**src/nfh_pkg.sv**
```systemverilog
// Package: constants, types and pin carriers for the NAND pin-bus host controller
package nfh_pkg;

  // ----------------------------------------------------------------
  // Register map (Wishbone word offsets, byte addresses)
  // ----------------------------------------------------------------
  localparam logic [3:0] REG_CTRL = 4'h0;
  localparam logic [3:0] REG_CMD = 4'h4;
  localparam logic [3:0] REG_ADDR_LO = 4'h8;
  localparam logic [3:0] REG_ADDR_HI = 4'hc;

  // CTRL fields
  localparam int CTRL_WP_BIT = 0;
  localparam int CTRL_CE_BIT = 1;
  localparam int CTRL_MODIFY_BIT = 2;
  // CMD register fields: [7:0] byte, [10:8] operation
  localparam int CMD_OP_LSB = 8;
  // Status fields (read of REG_CTRL)
  localparam int STAT_BUSY_BIT = 8;
  localparam int STAT_RDY_BIT = 9;
  localparam int STAT_DATA_LSB = 16;

  localparam logic [31:0] CTRL_RESET = 32'h0000_0000;

  // ----------------------------------------------------------------
  // Address geometry
  // ----------------------------------------------------------------
  localparam int COL_BITS = 13;
  localparam int WL_BITS = 6;
  localparam int BLK_BITS = 11;
  localparam int ADDR_CYCLES = 5;

  // ----------------------------------------------------------------
  // Strobe timing at 10 MHz
  // ----------------------------------------------------------------
  localparam int CLK_MHZ = 10;
  localparam int STROBE_NS = 100;
  localparam int STROBE_CYC = (STROBE_NS * CLK_MHZ + 999) / 1000 < 1 ? 1 :
                              (STROBE_NS * CLK_MHZ + 999) / 1000;

  typedef enum logic [2:0] {
    OP_CMD = 3'b000,
    OP_ADDR = 3'b001,
    OP_WDATA = 3'b010,
    OP_RDATA = 3'b011
  } nfh_op_t;

  typedef enum logic [2:0] {
    ST_IDLE = 3'b000,
    ST_SETUP = 3'b001,
    ST_LOW = 3'b010,
    ST_HIGH = 3'b011,
    ST_NEXT = 3'b100
  } nfh_state_t;

  // Pins driven toward the device
  typedef struct packed {
    logic cle;
    logic ale;
    logic chip_select_n;
    logic write_strobe_n;
    logic read_strobe_n;
    logic write_protect_n;
    logic [7:0] io_out;
    logic io_oe;
  } nfh_pins_out_t;

  typedef struct packed {
    logic [COL_BITS-1:0] column_addr;
    logic [WL_BITS-1:0] wordline_index;
    logic [BLK_BITS-1:0] block_index;
  } nfh_addr_t;

  // Byte n of the five address cycles
  function automatic logic [7:0] addr_byte(input nfh_addr_t a, input logic [2:0] n);
    logic [7:0] b;
    b = 8'h00;
    case (n)
      3'd0: b = a.column_addr[7:0];
      3'd1: b = {3'b000, a.column_addr[12:8]};
      3'd2: b = {a.block_index[1:0], a.wordline_index};
      3'd3: b = a.block_index[9:2];
      3'd4: b = {7'b0000000, a.block_index[10]};
      default: b = 8'h00;
    endcase
    return b;
  endfunction : addr_byte

endpackage : nfh_pkg

```
**src/nfh_host.sv**
```systemverilog
// Host controller driving a multiplexed 8-bit NAND flash over its pins, ordered over Wishbone
module nfh_host
  import nfh_pkg::*;
(
  // Clock and reset
  input wire logic CLK,
  input wire logic RESET,
  // Wishbone slave
  input wire logic WB_CYC,
  input wire logic WB_STB,
  input wire logic WB_WE,
  input wire logic [3:0] WB_ADR,
  input wire logic [3:0] WB_SEL,
  input wire logic [31:0] WB_DAT_I,
  output logic [31:0] WB_DAT_O,
  output logic WB_ACK,
  // Device pins
  output nfh_pkg::nfh_pins_out_t PINS,
  input wire logic [7:0] IO_IN,
  input wire logic READY_BUSY_N
);
  import nfh_pkg::*;

  // ----------------------------------------------------------------
  // Registers
  // ----------------------------------------------------------------
  logic [2:0] ctrl;
  nfh_addr_t addr;
  logic [7:0] cmd_byte;
  nfh_op_t op;
  logic [7:0] rdata;
  logic go;
  nfh_state_t state;
  logic [2:0] acount;
  logic strobe_start;
  logic strobe_low;
  logic strobe_done;
  logic busy;
  logic ready_q;
  logic wb_req;
  logic [7:0] next_byte;

  assign wb_req = WB_CYC && WB_STB && !WB_ACK;
  // A pending start counts as busy, so status and command gating see it
  assign busy = state != ST_IDLE || go;

  // ----------------------------------------------------------------
  // Wishbone slave: one registered ack after one wait state, dropped the next cycle
  // ----------------------------------------------------------------
  always_ff @(posedge CLK or posedge RESET) begin
    if (RESET) begin
      WB_ACK <= 1'b0;
      WB_DAT_O <= 32'h0000_0000;
    end else begin
      WB_ACK <= wb_req;
      WB_DAT_O <= 32'h0000_0000;
      if (wb_req && !WB_WE) begin
        if (WB_ADR == REG_CTRL) begin
          WB_DAT_O <= {8'h00, rdata, 6'h00, ready_q, busy, 5'h00, ctrl};
        end else if (WB_ADR == REG_ADDR_LO) begin
          WB_DAT_O <= {13'h0000, addr.wordline_index, addr.column_addr};
        end else if (WB_ADR == REG_ADDR_HI) begin
          WB_DAT_O <= {21'h000000, addr.block_index};
        end else if (WB_ADR == REG_CMD) begin
          WB_DAT_O <= {21'h000000, op, cmd_byte};
        end
      end
    end
  end

  // Writes; a command write while busy is dropped
  // Start request stays pending until the device reports ready
  always_ff @(posedge CLK or posedge RESET) begin
    if (RESET) begin
      ctrl <= CTRL_RESET[2:0];
      addr <= '0;
      cmd_byte <= 8'h00;
      op <= OP_CMD;
      go <= 1'b0;
    end else begin
      if (go && state == ST_IDLE && ready_q) begin
        go <= 1'b0;
      end
      if (wb_req && WB_WE && WB_SEL[0]) begin
        if (WB_ADR == REG_CTRL) begin
          ctrl <= WB_DAT_I[2:0];
        end else if (WB_ADR == REG_CMD && !busy) begin
          cmd_byte <= WB_DAT_I[7:0];
          op <= nfh_op_t'(WB_DAT_I[CMD_OP_LSB +: 3]);
          go <= 1'b1;
        end else if (WB_ADR == REG_ADDR_LO) begin
          addr.column_addr <= WB_DAT_I[COL_BITS-1:0];
          addr.wordline_index <= WB_DAT_I[COL_BITS +: WL_BITS];
        end else if (WB_ADR == REG_ADDR_HI) begin
          addr.block_index <= WB_DAT_I[BLK_BITS-1:0];
        end
      end
    end
  end

  // Pins are inputs synchronous to CLK
  always_ff @(posedge CLK or posedge RESET) begin
    if (RESET) begin
      ready_q <= 1'b0;
    end else begin
      ready_q <= READY_BUSY_N;
    end
  end

  // ----------------------------------------------------------------
  // Strobe sequencer
  // ----------------------------------------------------------------
  nfh_strobe u_strobe (
    .CLK(CLK),
    .RESET(RESET),
    .start(strobe_start),
    .phase_low(strobe_low),
    .done(strobe_done)
  );

  always_comb begin
    next_byte = cmd_byte;
    if (op == OP_ADDR) begin
      // Spare-region column form is software's duty
      next_byte = addr_byte(addr, acount);
    end
  end

  always_ff @(posedge CLK or posedge RESET) begin
    if (RESET) begin
      state <= ST_IDLE;
      acount <= 3'd0;
      strobe_start <= 1'b0;
    end else begin
      strobe_start <= 1'b0;
      case (state)
        ST_IDLE: begin
          acount <= 3'd0;
          // Wait for ready so no strobe falls in a busy read
          if (go && ready_q) begin
            state <= ST_SETUP;
          end
        end
        ST_SETUP: begin
          strobe_start <= 1'b1;
          state <= ST_LOW;
        end
        ST_LOW: begin
          if (strobe_done) begin
            state <= ST_NEXT;
          end
        end
        ST_NEXT: begin
          if (op == OP_ADDR && acount != 3'(ADDR_CYCLES - 1)) begin
            acount <= acount + 3'd1;
            state <= ST_SETUP;
          end else begin
            state <= ST_IDLE;
          end
        end
        default: begin
          state <= ST_IDLE;
        end
      endcase
    end
  end

  // ----------------------------------------------------------------
  // Pin drive
  // ----------------------------------------------------------------
  always_ff @(posedge CLK or posedge RESET) begin
    if (RESET) begin
      PINS.cle <= 1'b0;
      PINS.ale <= 1'b0;
      PINS.chip_select_n <= 1'b1;
      PINS.write_strobe_n <= 1'b1;
      PINS.read_strobe_n <= 1'b1;
      PINS.write_protect_n <= 1'b0;
      PINS.io_out <= 8'h00;
      PINS.io_oe <= 1'b0;
    end else begin
      // Firm level always; follows ctrl[CTRL_WP_BIT] whatever the operation
      PINS.write_protect_n <= ctrl[CTRL_WP_BIT];
      PINS.chip_select_n <= !(busy || ctrl[CTRL_CE_BIT]);
      PINS.cle <= busy && op == OP_CMD;
      PINS.ale <= busy && op == OP_ADDR;
      PINS.io_out <= next_byte;
      // Drive only on write cycles; never overlaps a read
      PINS.io_oe <= busy && op != OP_RDATA;
      PINS.write_strobe_n <= !(strobe_low && op != OP_RDATA);
      PINS.read_strobe_n <= !(strobe_low && op == OP_RDATA);
    end
  end

  // Sample read byte at the end of the read-strobe low phase
  always_ff @(posedge CLK or posedge RESET) begin
    if (RESET) begin
      rdata <= 8'h00;
    end else if (!PINS.read_strobe_n) begin
      rdata <= IO_IN;
    end
  end

  // ----------------------------------------------------------------
  // Assertions
  // ----------------------------------------------------------------
  AST_STROBES_EXCLUSIVE: assert property (@(posedge CLK) disable iff (RESET)
    !(!PINS.write_strobe_n && !PINS.read_strobe_n))
    else $error("Both strobes low");
  AST_CMD_LEVELS: assert property (@(posedge CLK) disable iff (RESET)
    $rose(PINS.write_strobe_n) && PINS.cle |-> !PINS.ale && !PINS.chip_select_n && PINS.read_strobe_n)
    else $error("Bad command cycle levels");
  AST_ADDR_LEVELS: assert property (@(posedge CLK) disable iff (RESET)
    !PINS.write_strobe_n && PINS.ale |-> !PINS.cle && !PINS.chip_select_n)
    else $error("Bad address cycle levels");
  AST_READ_LEVELS: assert property (@(posedge CLK) disable iff (RESET)
    !PINS.read_strobe_n |-> !PINS.cle && !PINS.ale && !PINS.chip_select_n && PINS.write_strobe_n && !PINS.io_oe)
    else $error("Bad read cycle levels");
  AST_NO_START_BUSY: assert property (@(posedge CLK) disable iff (RESET)
    state == ST_IDLE && go && !ready_q |=> state == ST_IDLE)
    else $error("Started while device busy");
  AST_WP_FOLLOWS: assert property (@(posedge CLK) disable iff (RESET)
    ctrl[CTRL_WP_BIT] |=> PINS.write_protect_n)
    else $error("Write protect not driven high");
  AST_FIVE_ADDR: assert property (@(posedge CLK) disable iff (RESET)
    state == ST_NEXT && op == OP_ADDR && acount != 3'd4 |=> state == ST_SETUP)
    else $error("Address sequence cut short");
  AST_CS_IN_CYCLE: assert property (@(posedge CLK) disable iff (RESET)
    state == ST_LOW |=> !PINS.chip_select_n)
    else $error("Strobe without chip select");

endmodule : nfh_host

```
**src/nfh_strobe.sv**
```systemverilog
// Strobe pulse timer: one low phase and one high phase of a write or read strobe
module nfh_strobe
  import nfh_pkg::*;
(
  // Clock and reset
  input wire logic CLK,
  input wire logic RESET,
  // Control
  input wire logic start,
  output logic phase_low,
  output logic done
);
  import nfh_pkg::*;

  logic [7:0] count;
  logic second;

  always_ff @(posedge CLK or posedge RESET) begin
    if (RESET) begin
      count <= 8'h00;
      phase_low <= 1'b0;
      second <= 1'b0;
      done <= 1'b0;
    end else begin
      done <= 1'b0;
      if (start && !phase_low && !second) begin
        phase_low <= 1'b1;
        count <= 8'(STROBE_CYC - 1);
      end else if (count != 8'h00) begin
        count <= count - 8'h01;
      end else if (phase_low) begin
        phase_low <= 1'b0;
        second <= 1'b1;
        count <= 8'(STROBE_CYC - 1);
      end else if (second) begin
        second <= 1'b0;
        done <= 1'b1;
      end
    end
  end

endmodule : nfh_strobe

```
**config.mk**
```make
export PLATFORM = sky130hd
export DESIGN_NAME = nfh_host
export DESIGN_NICKNAME = d
export VERILOG_FILES = /design/src/nfh_pkg.sv /design/src/nfh_host.sv /design/src/nfh_strobe.sv
export SDC_FILE = /design/constraint.sdc
export NUM_CORES = 1
export LEC_CHECK = 0
export ABC_AREA = 0
export BUFFER_PORTS_ARGS = -buffer_cell sky130_fd_sc_hd__buf_2
export CAP_MARGIN = 5
export CORE_UTILIZATION = 45
export DETAILED_ROUTE_END_ITERATION = 8
export GPL_ROUTABILITY_DRIVEN = 1
export PLACE_DENSITY = 0.8
export SLEW_MARGIN = 0
export SYNTH_ARGS = -nofsm -noshare
export SYNTH_HDL_FRONTEND = slang
export SYNTH_SLANG_ARGS = --single-unit
```
**constraint.sdc**
```tcl
create_clock -name CLK -period 3 [get_ports CLK]
set_input_delay 0.3 -clock CLK [delete_from_list [all_inputs] [get_ports CLK]]
set_output_delay 0.3 -clock CLK [all_outputs]
set_load 0.1 [all_outputs]
```
# [Word-level counts from Yosys, hierarchy flattened]
# Cells that the tools add are included.
[word_totals] reg_bits=120 output_inout_bits=48
[op_classes] add_sub_neg=2 n_eq_ne=18 n_mux=28 bitwise=5 reduce_logical=42
[ops] cell="24-bit two-way mux" n=2
[ops] cell="8-bit case mux with 5 select lines" n=1
[ops] cell="8-bit two-way mux" n=4
[ops] cell="11-bit two-way mux" n=2
[ops] cell="19-bit two-way mux" n=1
[ops] cell="1-bit logical AND" n=17
[ops] cell="1-bit two-way mux" n=13
[ops] cell="3-bit by 2-bit == test with 1-bit output (second input constant)" n=4
[ops] cell="3-bit case mux with 4 select lines" n=1
[ops] cell="3-bit by 1-bit == test with 1-bit output (second input constant)" n=3
[ops] cell="3-bit logical NOT" n=3
[ops] cell="3-bit two-way mux" n=3
[ops] cell="4-bit == test (second input constant)" n=2
[ops] cell="1-bit logical NOT" n=8
[ops] cell="2-bit AND reduction" n=4
[ops] cell="8-bit nonzero test" n=1
[ops] cell="8-bit by 1-bit subtractor with 8-bit output (second input constant)" n=1
[ops] cell="3-bit == test (second input constant)" n=2
[ops] cell="2-bit by 1-bit != test with 1-bit output (second input constant)" n=3
[ops] cell="3-bit case mux with 2 select lines" n=1
[ops] cell="3-bit nonzero test" n=2
[ops] cell="1-bit inverter" n=5
[ops] cell="5-bit AND reduction" n=1
[ops] cell="4-bit by 3-bit == test with 1-bit output (second input constant)" n=1
[ops] cell="other kinds (9)" n=10

# [Longest topological paths before layout]
# Gate-level depths: netlist of run 1.
[logic_depth] ltp_word=7 ltp_mapped=7 mapped_depth_nobuf=6

# [Hierarchy]
# From an unflattened synthesis of run 1, not the netlist that was laid out.
[unflattened] cells_unflattened=381 hier_area_um2=4849.7
[by_module_without_submodules] module="nfh_host" instances=1 cells_each=327 area_each_um2=4290.4 seq_area_each_um2=2531.2
[by_module_without_submodules] module="nfh_strobe" instances=1 cells_each=54 area_each_um2=559.3 seq_area_each_um2=275.3

# [Least setup slack after synthesis of run 1]
# Ideal clock, no wire load.
[synth_path] path_type="reg2reg" from="register WB_ACK" to="register addr[0] in the netlist's numbering" setup_time_ps=125 t_arrival_ps=2003 t_required_ps=2875 setup_slack_ps=872 stages_incl_launch_ff=6 path_buffers=1 synth_period_minus_slack_ps=2128 path_cell_list="dfrtp_1 > and3b_1 > and4_4 > and3_1 > buf_4 > mux2_2"
[synth_between] elab_chain_len=5
[synth_rtl] item="start, declared" line_no="nfh_host.sv:16" rtl="output logic WB_ACK,"
[synth_rtl] item="start signal, assigned" line_no="nfh_host.sv:55" rtl="WB_ACK <= wb_req;"
[synth_rtl] item="1-bit logical NOT" line_no="nfh_host.sv:43" rtl="assign wb_req = WB_CYC && WB_STB && !WB_ACK;"
[synth_rtl] item="1-bit logical AND" line_no="nfh_host.sv:43"
[synth_rtl] item="via wb_req" line_no="nfh_host.sv:40" rtl="logic wb_req;"
[synth_rtl] item="1-bit logical AND (2 in series)" line_no="nfh_host.sv:84" rtl="if (wb_req && WB_WE && WB_SEL[0]) begin"
[synth_rtl] item="5-bit AND reduction (no source line)"
[synth_rtl] item="end, declared" line_no="nfh_host.sv:28" rtl="nfh_addr_t addr;"
# The timed path passes the listed nets, and every way through them passes these cells.
# A chain may end at the register's enable or synchronous reset.

# [Final worst setup path of run 1]
[layout_path] from="register state[2]" to="register op[2]"
[layout_between] elab_chain_len=5
[layout_rtl] item="start, declared" line_no="nfh_host.sv:33" rtl="nfh_state_t state;"
[layout_rtl] item="start signal, assigned" line_no="nfh_host.sv:131" rtl="state <= ST_IDLE;"
[layout_rtl] item="start signal, assigned" line_no="nfh_host.sv:141" rtl="state <= ST_SETUP;"
[layout_rtl] item="start signal, assigned" line_no="nfh_host.sv:146" rtl="state <= ST_LOW;"
[layout_rtl] item="3-bit nonzero test" line_no="nfh_host.sv:45" rtl="assign busy = state != ST_IDLE || go;"
[layout_rtl] item="1-bit logical OR" line_no="nfh_host.sv:45"
[layout_rtl] item="1-bit logical NOT" line_no="nfh_host.sv:87" rtl="end else if (WB_ADR == REG_CMD && !busy) begin"
[layout_rtl] item="1-bit logical AND" line_no="nfh_host.sv:87"
[layout_rtl] item="3-bit AND reduction (no source line)"
[layout_rtl] item="end signal, assigned" line_no="nfh_host.sv:89" rtl="op <= nfh_op_t'(WB_DAT_I[CMD_OP_LSB +: 3]);"
[layout_rtl] item="end, declared" line_no="nfh_host.sv:30" rtl="nfh_op_t op;"
# No other way between the ends.

==> results of run 1 <==
worst reg2reg max path, delay by kind of cell (launching register included):
| family | cells | cell delay [ns] |
|---|---|---|
| simple gates | 2 | 1.00 |
| mux | 1 | 0.44 |
| flops | 1 | 0.50 |
synth_stat cells (all sizes together) (3+ instances only):
library cell | number | area, um2
nor4 | 4 | 40.0
nor3b | 3 | 22.5
o21ai | 14 | 70.1
buf | 19 | 135
nand3 | 6 | 35.0
nand2b | 4 | 25.0
mux2 | 62 | 736
nor3 | 5 | 25.0
and2 | 12 | 75.1
nand2 | 15 | 56.3
dfstp | 3 | 78.8
ha | 7 | 87.6
inv | 10 | 37.5
a22o | 3 | 26.3
a22oi | 14 | 105
a222oi | 7 | 70.1
nor2b | 4 | 25.0
dfrtp | 109 | 2730
and3 | 3 | 18.8
clkbuf | 6 | 22.5
nor2 | 32 | 128
a21oi | 13 | 68.8
per-layer routing:
| layer | wire [um] | track usage (%) | up-vias |
|---|---|---|---|
| met4 | 286 | 8.43 | 0 |
| met5 | 0 | 0 | - |
| met1 | 4310 | 26.4 | 1623 |
| met3 | 745 | 3.31 | 23 |
| met2 | 4730 | 29.2 | 149 |
| li1 | - | - | 1513 |
logic make-up (layout without fill, tap and decap cells):
family                     count (synthesis)  count (layout)  synth area share (%)
other                                      1               9                0.0769
AOI/OAI and AO/OA                         64              64                  9.29
adders and majority gates                  7               7                  1.80
buffers and inverters                     35             106                  4.00
and+or+nand+nor                          100             100                  11.4
muxes                                     64              64                  15.5
xor gates and xnor gates                   2               2                 0.359
DFF                                      112             112                  57.6
metrics by stage:
step	hold WS (ns)	setup WS (ns)	util, %	area [um2]	instances
finish	0.0453	0.940	53.0	5520	600
global route	0.0356	0.865	53.0	5520	599
CTS	0.0403	0.960	53.0	5520	599
detailed placement	0.257	0.880	51.2	5340	583
global placement	0.253	1.00	51.2	5340	583
floorplan	0.331	0.872	-	4900	392
state kept, by name, indices dropped and copies added, names as in the netlist:
register,count
addr,30
WB_DAT_O,24
PINS,15
cmd_byte,8
rdata,8
u_strobe.count,8
acount,3
ctrl,3
op,3
state,3
WB_ACK,1
go,1
ready_q,1
strobe_start,1
u_strobe.done,1
u_strobe.phase_low,1
u_strobe.second,1
power groups by stage:
stage / Clock (W) / Sequential [W] / Combinational (W)
floorplan: 0 / 0.00195 / 0.000287
global placement: 0 / 0.00173 / 0.000615
detailed placement: 0 / 0.00174 / 0.000626
CTS: 0.000825 / 0.00171 / 0.000629
global route: 0.000891 / 0.00172 / 0.000666
finish: 0.000812 / 0.00171 / 0.000626
area by class of cell:
type,count,area (um2)
fillers,881,4900
well taps,136,170
clock buffers,11,141
clock inverters,4,28.8
repair buffers,81,430
diodes,1,2.50
inverters,10,41.3
flip-flops and latches,112,2810
multi-input cells,245,1900
how the worst max path moves through the flow:
stage,startpoint,end,cells past startpoint
detailed placement,WB_ADR[2],addr[19],5
global route,state[2],op[2],3
floorplan,WB_ACK,addr[0],5
CTS,state[2],op[2],3
global placement,state[2],cmd_byte[5],3
finish,state[2],op[2],3
what timing repair did:
item | in CTS | in global routing
endpoints found under the setup margin | 0 | 0
hold buffers | 1 | 0
endpoints found under the hold margin | 9 | 0
==> metrics.txt, run 1 <==
Seq pwr share=54.3%; Pwr Density=570 nW/um2; Root Driver=clkbuf_8; WL/cell=16.8 um; CTS Sinks=112; total power=0.00315 W; most frequent cells in the layout=109 x dfrtp_1, 77 x buf_2, 52 x mux2_2, 31 x nor2_1, 15 x nand2_1; DRC=0; max-cap viol count=0; cts bufs inserted=9; CP required=3.25 ns; IO Pins=102; die width=106 um; CP top delay family=simple AND/OR/NAND/NOR gates; reg2reg start=state[2]; crit share post-route=68.7%; vias in the first global route=3218; gr usage total=19.0%; type of origin of the critical path=register; RSZ-0062 raised after global routing=no; final setup violation count=0; Hold Startpoint=READY_BUSY_N; status=finished, final reports clean; most common cell after layout, fill and taps aside=dfrtp_1; Synth Warn #=0; Post-Syn Area=4870 um2; Setup Skew=0.0146 ns; Seq cells post-synth=112; CTS resizes=0; peak supply drop=0.334 mV; Crit path arrival time=2.31 ns; Post-synth EDFFs=0; core area=10400 um2; htree depth=3; gpl congestion=0.850; Port Buffers=77; fmax=485 MHz; Post-layout nets=520; share of cells above drive strength 1=36.7%; Syn Inst Count=385; vias=3308; crit path buf inv count=0; Hold Path Class=in2reg; Starting Density=46.8%; Max Transition Viols Final=0; DRT Pass-1 Iters=6; Reg clk slew, reported paths=0.09 ns; vias per cell=5.51; initial DRC count=247; Post-synth ARST share=100%; reg-to-reg endpoint=op[2]; remaining global-route overflow=0; register area share after synthesis=57.6%; most used flip-flop cell after synthesis=dfrtp_1; relative slew slack=47.2%; crit path max fanout=11; post-layout min period=2.06 ns; Sw Share=33.0%; Tightest Pin Transition=0.785 ns; Clock power frac=25.8%; antenna violations before repair=1; Clock Tree Buf Depth=2; CP endpoint kind=register; largest net degree at the start of global routing=73; hpwl dp=7.20 mm; critical path class=reg2reg; Pleak=2.72 nW; P_sw=0.00104 W; CP max-delay cell=nor4_4; Final Hold Violating Endpoints=0; Clock Latency Late Sink=0.37 ns; Layout area overhead=13.2%; Max stage delay on crit path=0.51 ns; Routed Antenna Nets=0; internal power=0.00211 W; die area=11300 um2; drt total wl=10.1 mm; worst hold endpoint=ready_q; crit path cell chain=nor4_4 > nand3_2 > mux2_4; setup bufs post-CTS=0; post-route setup TNS=0 ns; Die Height=106 um; reg-to-reg setup timing slack=0.94 ns; CTS tree=yes; Std-Cell Rows=37; Hold Crit Depth=1; library cells used by synthesis=54; global-route wire length before repair=16.4 mm; worst r2r path cells=3; synthesized area per cell=12.7 um2; Comb pwr share=19.9%
No activity file was read; power rests on OpenSTA's default activity.
==> run 2, diff against run 1 <==
- ABC_AREA: 0 -> 1
- PLACE_DENSITY: 0.8 -> 0.77
- clock period: 3 -> 2 ns (I/O delays scaled with it)
==> run 2 against run 1 <==
Sequential power increased by 49%. Die area increased by 3.8%. Flip-flop and latch count unchanged. Highest routed layer unchanged.
==> metrics.txt, run 2 <==
die width=108 um (+1.9%); vias in the first global route=3941 (+22%); final setup violation count=0 (unchanged); Final Hold Violating Endpoints=0 (unchanged); fmax=574 MHz (+18%); vias per cell=4.99 (-9.6%); biggest regs=addr: 30 flops, WB_DAT_O: 24 flops, PINS: 15 flops; Post-synth EDFFs=0 (unchanged); hpwl dp=8.59 mm (+19%); type of origin of the critical path=register; crit path launch=WB_ACK; htree depth=3 (unchanged); Setup crit end=WB_DAT_O[4]; Syn Inst Count=576 (+50%); relative slew slack=51.8% (+4.6 points); Post-synth ARST share=100% (unchanged); DRT Pass-1 Iters=5 (-1); FILL cells=962 (+9.2%); Tightest Pin Transition=0.722 ns (-0.0628 ns); register area share after synthesis=55.4% (-2.2 points); Port Buffers=77 (unchanged); antenna violations before repair=0 (-1); status=finished, final reports clean; CP endpoint kind=register; Hold Path Class=in2reg; crit path cell chain=inv_1 > nand3_1 > nor2_1 > inv_1 > nor2_1 > nand2_1 > nor2_1; Max Used Layer=met4; synth top area cells=dfrtp_1 54%, nand2_1 12%, inv_1 5.3%; gr usage total=21.5% (+2.6 points); RSZ-0062 raised after global routing=no; Pleak=3.14 nW (+16%); post-layout min period=1.74 ns (-0.319 ns); initial DRC count=331 (+34%); vias=4024 (+22%); CP top delay family=simple AND/OR/NAND/NOR gates; gpl congestion=0.896 (+5.4%); core area=10900 um2 (+4.5%); library cells used by synthesis=36 (-33%); DR WL met2=5.74 mm (+21%); most frequent cells in the layout=165 x nand2_1, 109 x dfrtp_1, 77 x buf_2, 70 x inv_1, 42 x o21ai_0; Pwr Density=857 nW/um2 (+50%); M1 WL=4.84 mm (+12%); DRC=0 (unchanged); Seq cells post-synth=112 (unchanged); drt total wl=11.7 mm (+16%); Post-layout nets=722 (+39%); Biggest register=addr; WL/cell=14.5 um (-14%); reg-to-reg endpoint=WB_DAT_O[4]; list of most frequent post-synthesis cells=165 x nand2_1, 109 x dfrtp_1, 71 x inv_1; global-route wire length before repair=18.9 mm (+15%); Layout area overhead=15.2%; IO Pins=102 (unchanged); max reg flops=30 (unchanged); most common cell after layout, fill and taps aside=nand2_1; Clock Tree Buf Depth=2 (unchanged); cell mode on critical path=nor2_1; peak supply drop=0.559 mV (+68%); largest area contributor in the netlist=dfrtp_1; Synth Warn #=0 (unchanged); Max Transition Viols Final=0 (unchanged); Die Height=108 um (+1.9%); CP max-delay cell=nor2_1; crit path buf inv count=2 (+2); largest net degree at the start of global routing=35 (-52%); CTS Sinks=112 (unchanged); met3 routed WL=763 um (+2.4%); Post-Syn Area=5060 um2 (+3.9%); total power=0.00500 W (+59%); Crit path arrival time=2.06 ns (-0.25 ns); remaining global-route overflow=0 (unchanged); Setup Skew=0.00770 ns (-0.00686 ns); critical path class=reg2reg; Routed Antenna Nets=0 (unchanged); crit share post-route=87.1% (+18 points); CP required=2.32 ns (-0.93 ns); CTS resizes=0 (unchanged); Max stage delay on crit path=0.41 ns (-0.10 ns); CTS tree=yes; reg-to-reg setup timing slack=0.26 ns (-0.68 ns); post-route setup TNS=0 ns (unchanged); share of cells above drive strength 1=22.1% (-15 points); cts bufs inserted=9 (unchanged); top-count cell post-synth=nand2_1; Starting Density=46.5% (-0.28 points); Crit path depth=7 (+4); Reg clk slew, reported paths=0.10 ns (about the same); top-area cell type share of the netlist area=53.9% (-2.1 points); worst r2r path cells=7 (+4); Root Driver=clkbuf_8; Std-Cell Rows=38 (+2.7%); most used flip-flop cell after synthesis=dfrtp_1; max-cap viol count=0 (unchanged); Clock Latency Late Sink=0.38 ns (about the same); crit path max fanout=14 (+3); die area=11700 um2 (+3.8%); reg2reg start=WB_ACK; synthesized area per cell=8.79 um2 (-31%)
==> run 2: how the worst min path moves through the flow <==
stage               depth (start not counted)  slack, ns         start       end
floorplan                                   0       0.23  READY_BUSY_N   ready_q
global placement                            1       0.32  READY_BUSY_N   ready_q
detailed placement                          1       0.32  READY_BUSY_N   ready_q
CTS                                         2       0.04      IO_IN[4]  rdata[4]
global route                                2       0.04      IO_IN[4]  rdata[4]
finish                                      2       0.05      IO_IN[4]  rdata[4]
==> run 2: worst register-to-register path, stage by stage, from the launching register on <==
cell and delay [ns]:
dfrtp_1 0.39, inv_1 0.05, nand3_1 0.14, nor2_1 0.41, inv_1 0.37, nor2_1 0.17
nand2_1 0.07, nor2_1 0.08
==> run 2: layer usage <==
metal | track usage, % | vias up
met1 | 26.9 | 1899
li1 | - | 1962
met5 | 0 | -
met3 | 4.22 | 34
met2 | 35.6 | 129
met4 | 10.7 | 0
==> run 2: metrics by stage <==
step	instance area (um2)	hold WS [ns]	util, %	instances	worst slack (ns)
floorplan	5090	0.231	-	583	0.193
global placement	5610	0.318	51.6	788	0.400
detailed placement	5610	0.318	51.6	788	0.296
CTS	5830	0.0385	53.6	806	0.265
global route	5830	0.0389	53.6	806	0.0671
finish	5830	0.0462	53.6	807	0.258
==> run 2: layout make-up <==
type	count	area (um2)	share of cell area, %
diodes	1	2.50	0.0429
clock buffers	11	141	2.42
clock inverters	5	57.6	0.986
inverters	76	290	4.98
multi-input cells	372	1840	31.5
flip-flops and latches	112	2810	48.1
well taps	140	175	3.00
repair buffers	90	526	9.01
==> run 2: repair_timing <==
action	CTS	global route
hold buffers	2	0
hold endpoints to repair	26	0
setup buffers	0	0
==> run 2: cells by family (layout without fill, tap and decap cells) <==
| family | count (synthesis) | after routing | share of synthesized area [%] |
|---|---|---|---|
| fa+ha+maj | 7 | 7 | 1.73 |
| compound gates | 78 | 78 | 9.02 |
| mux | 7 | 7 | 1.56 |
| other cells | 1 | 9 | 0.0740 |
| flops | 112 | 112 | 55.4 |
| xor+xnor | 2 | 2 | 0.346 |
| buf+inv | 99 | 182 | 8.87 |
| simple gates | 270 | 270 | 23.0 |
==> run 2: power by group <==
part           leakage, nW  switching [W]  internal (W)
combinational         1.56       0.000883      0.000217
clock               0.0916       0.000744      0.000611
sequential            1.49      0.0000970       0.00245
total                 3.14        0.00172       0.00328
==> run 3, diff against run 2 <==
- ABC_AREA: 1 -> not set
- PLACE_DENSITY: 0.77 -> 0.78
==> run 3 against run 2 <==
Non-clock buffer count up 1. Clock skew increased by 0.0024 ns. Critical path depth fell by 1. Worst hold slack gained 0.013 ns. Routed wire length fell by 12%. Flip-flop and latch count did not move. Final cell count fell by 24%. Clock-buffer cell count is the same. Cell area fell by 2.6%. Critical path type unchanged. Largest cell class unchanged. Largest power group unchanged.
==> metrics.txt, run 3 (same netlist as run 1, synthesis figures left out) <==
Max stage delay on crit path=0.45 ns (+0.04 ns); die area=11300 um2 (-3.7%); Setup Skew=0.0101 ns (+0.00240 ns); reg-to-reg setup timing slack=0.10 ns (-0.16 ns); CP endpoint kind=register; worst hold endpoint=rdata[2]; gr usage total=19.7% (-1.8 points); Root Driver=clkbuf_8; most common cell after layout, fill and taps aside=dfrtp_1; Post-Place Worst Slack=0.0980 ns (-0.198 ns); Post-layout nets=530 (-27%); vias=3311 (-18%); remaining global-route overflow=0 (unchanged); Hold Crit Depth=2 (unchanged); type of origin of the critical path=register; Final Hold Violating Endpoints=0 (unchanged); GR Util met2=32.0% (-3.6 points); DRT Pass-1 Iters=6 (+1); final setup violation count=0 (unchanged); setup bufs post-CTS=0 (unchanged); CP required=2.25 ns (-0.07 ns); CTS Sinks=112 (unchanged); peak supply drop=0.465 mV (-17%); gpl congestion=0.848 (-5.4%); max reg flops=30 (unchanged); Hold Startpoint=IO_IN[2]; core area=10400 um2 (-4.3%); crit share post-route=94.9% (+7.8 points); Pleak=2.81 nW (-11%); worst r2r path cells=6 (-1); global routing usage on met1=25.9% (-1.0 points); CP top delay family=simple AND/OR/NAND/NOR gates; GR Layer Usage met3=2.51% (-1.7 points); reg-to-reg endpoint=u_strobe.count[6]; Tightest Pin Transition=0.517 ns (-0.205 ns); final worst slack=0.102 ns (-0.156 ns); crit path max fanout=5 (-9); Biggest register=addr; max-cap viol count=0 (unchanged); vias in the first global route=3265 (-17%); cts bufs inserted=9 (unchanged); Reg clk slew, reported paths=0.10 ns (about the same); initial DRC count=191 (-42%); post-layout min period=1.90 ns (+0.156 ns); Port Buffers=77 (unchanged); Ant. Diodes=0 (-1); htree depth=3 (unchanged); Std-Cell Rows=37 (-2.6%); share of cells above drive strength 1=38.4% (+16 points); post-route setup TNS=0 ns (unchanged); CTS tree=yes; CP max-delay cell=dfrtp_1; die width=106 um (-1.9%); Layout area overhead=16.6%; antenna violations before repair=0 (unchanged); Max Transition Viols Final=0 (unchanged); fmax=527 MHz (-8.2%); WL/cell=16.9 um (+17%); Die Height=106 um (-1.9%); biggest regs=addr: 30 flops, WB_DAT_O: 24 flops, PINS: 15 flops; critical path class=reg2reg; global-route wire length before repair=16.8 mm (-11%); IO Pins=102 (unchanged); hpwl dp=7.40 mm (-14%); reg2reg start=u_strobe.count[1]; crit path cell chain=inv_1 > ha_1 > or3b_4 > a2111oi_2 > xnor2_1 > nor2_1; Pwr Density=884 nW/um2 (+3.1%); Routed Antenna Nets=0 (unchanged); RSZ-0062 raised after global routing=no; status=finished, final reports clean; Hold Path Class=in2reg; Clock Tree Buf Depth=2 (unchanged); CTS resizes=0 (unchanged); largest net degree at the start of global routing=101 (+190%); Clock Latency Late Sink=0.37 ns (about the same); crit path buf inv count=1 (-1); placed cells=592 (-25%); relative slew slack=65.5% (+14 points); Starting Density=46.8% (+0.28 points); drt total wl=10.3 mm (-12%); most frequent cells in the layout=108 x dfrtp_1, 77 x buf_2, 52 x mux2_2, 31 x nor2_1, 15 x nand2_1; vias per cell=5.43 (+8.9%); DRC=0 (unchanged); Crit path arrival time=2.15 ns (+0.09 ns); CTS Hold Bufs=2 (unchanged); Layout Cells excl Fill=610 (-24%); busiest layer in global routing=met2
[run 3: cell types whose count changed in the layout (fill, tap and decap cells not counted), sizes merged, moves of 6 or more]
cell	previous run	this run
nand3	41	6
a22oi	0	14
nand2	169	15
a222oi	0	7
nor2	44	32
o21ai	54	14
and2	0	12
a21oi	19	13
mux2	7	62
inv	73	9
[run 3: how the worst max path moves through the flow]
stage / start / to / slack (ns) / cells after the start
detailed placement: u_strobe.count[1] / u_strobe.count[6] / 0.1 / 6
floorplan: WB_ACK / addr[0] / 0.06 / 5
CTS: u_strobe.count[1] / u_strobe.count[6] / 0.08 / 6
global route: u_strobe.count[1] / u_strobe.count[6] / 0.01 / 6
global placement: u_strobe.count[0] / u_strobe.count[6] / 0.21 / 6
finish: u_strobe.count[1] / u_strobe.count[6] / 0.10 / 6
[run 3: power breakdown]
group / leakage, nW / internal [W] / total [W] / switching (W)
Clock: 0.119 / 0.000772 / 0.00150 / 0.000723
Sequential: 1.51 / 0.00243 / 0.00256 / 0.000130
Combinational: 1.18 / 0.000264 / 0.000966 / 0.000702
[run 3: area by class of cell]
type / instances / area (um2)
Timing Repair Buffer: 91 / 533
Tap cell: 136 / 170
Clock inverter: 5 / 78.8
Sequential cell: 112 / 2810
Clock buffer: 11 / 151
Inverter: 10 / 41.3
Multi-Input combinational cell: 245 / 1900
Fill cell: 891 / 4730
[run 3: through the flow]
step | utilization [%] | power (W) | cell area (um2) | hold WS [ns]
after CTS | 54.5 | 0.00506 | 5680 | 0.0446
after global placement | 52.1 | 0.00355 | 5430 | 0.175
after global routing | 54.5 | 0.00524 | 5680 | 0.0465
after detailed placement | 52.1 | 0.00357 | 5430 | 0.177
final | 54.5 | 0.00502 | 5680 | 0.0595
after floorplan | - | 0.00335 | 4910 | 0.231
[run 3: routing by layer]
| metal | vias up | part of all wire, % |
|---|---|---|
| met3 | 23 | 5.1 |
| met4 | 0 | 2.9 |
| li1 | 1531 | - |
| met1 | 1639 | 43 |
| met2 | 118 | 49 |
| met5 | - | 0 |
[run 3: worst register-to-register path: stages (launching register included)]
cell	delay, ns
dfrtp_1	0.45
inv_1	0.12
ha_1	0.19
or3b_4	0.40
a2111oi_2	0.39
xnor2_1	0.17
nor2_1	0.06
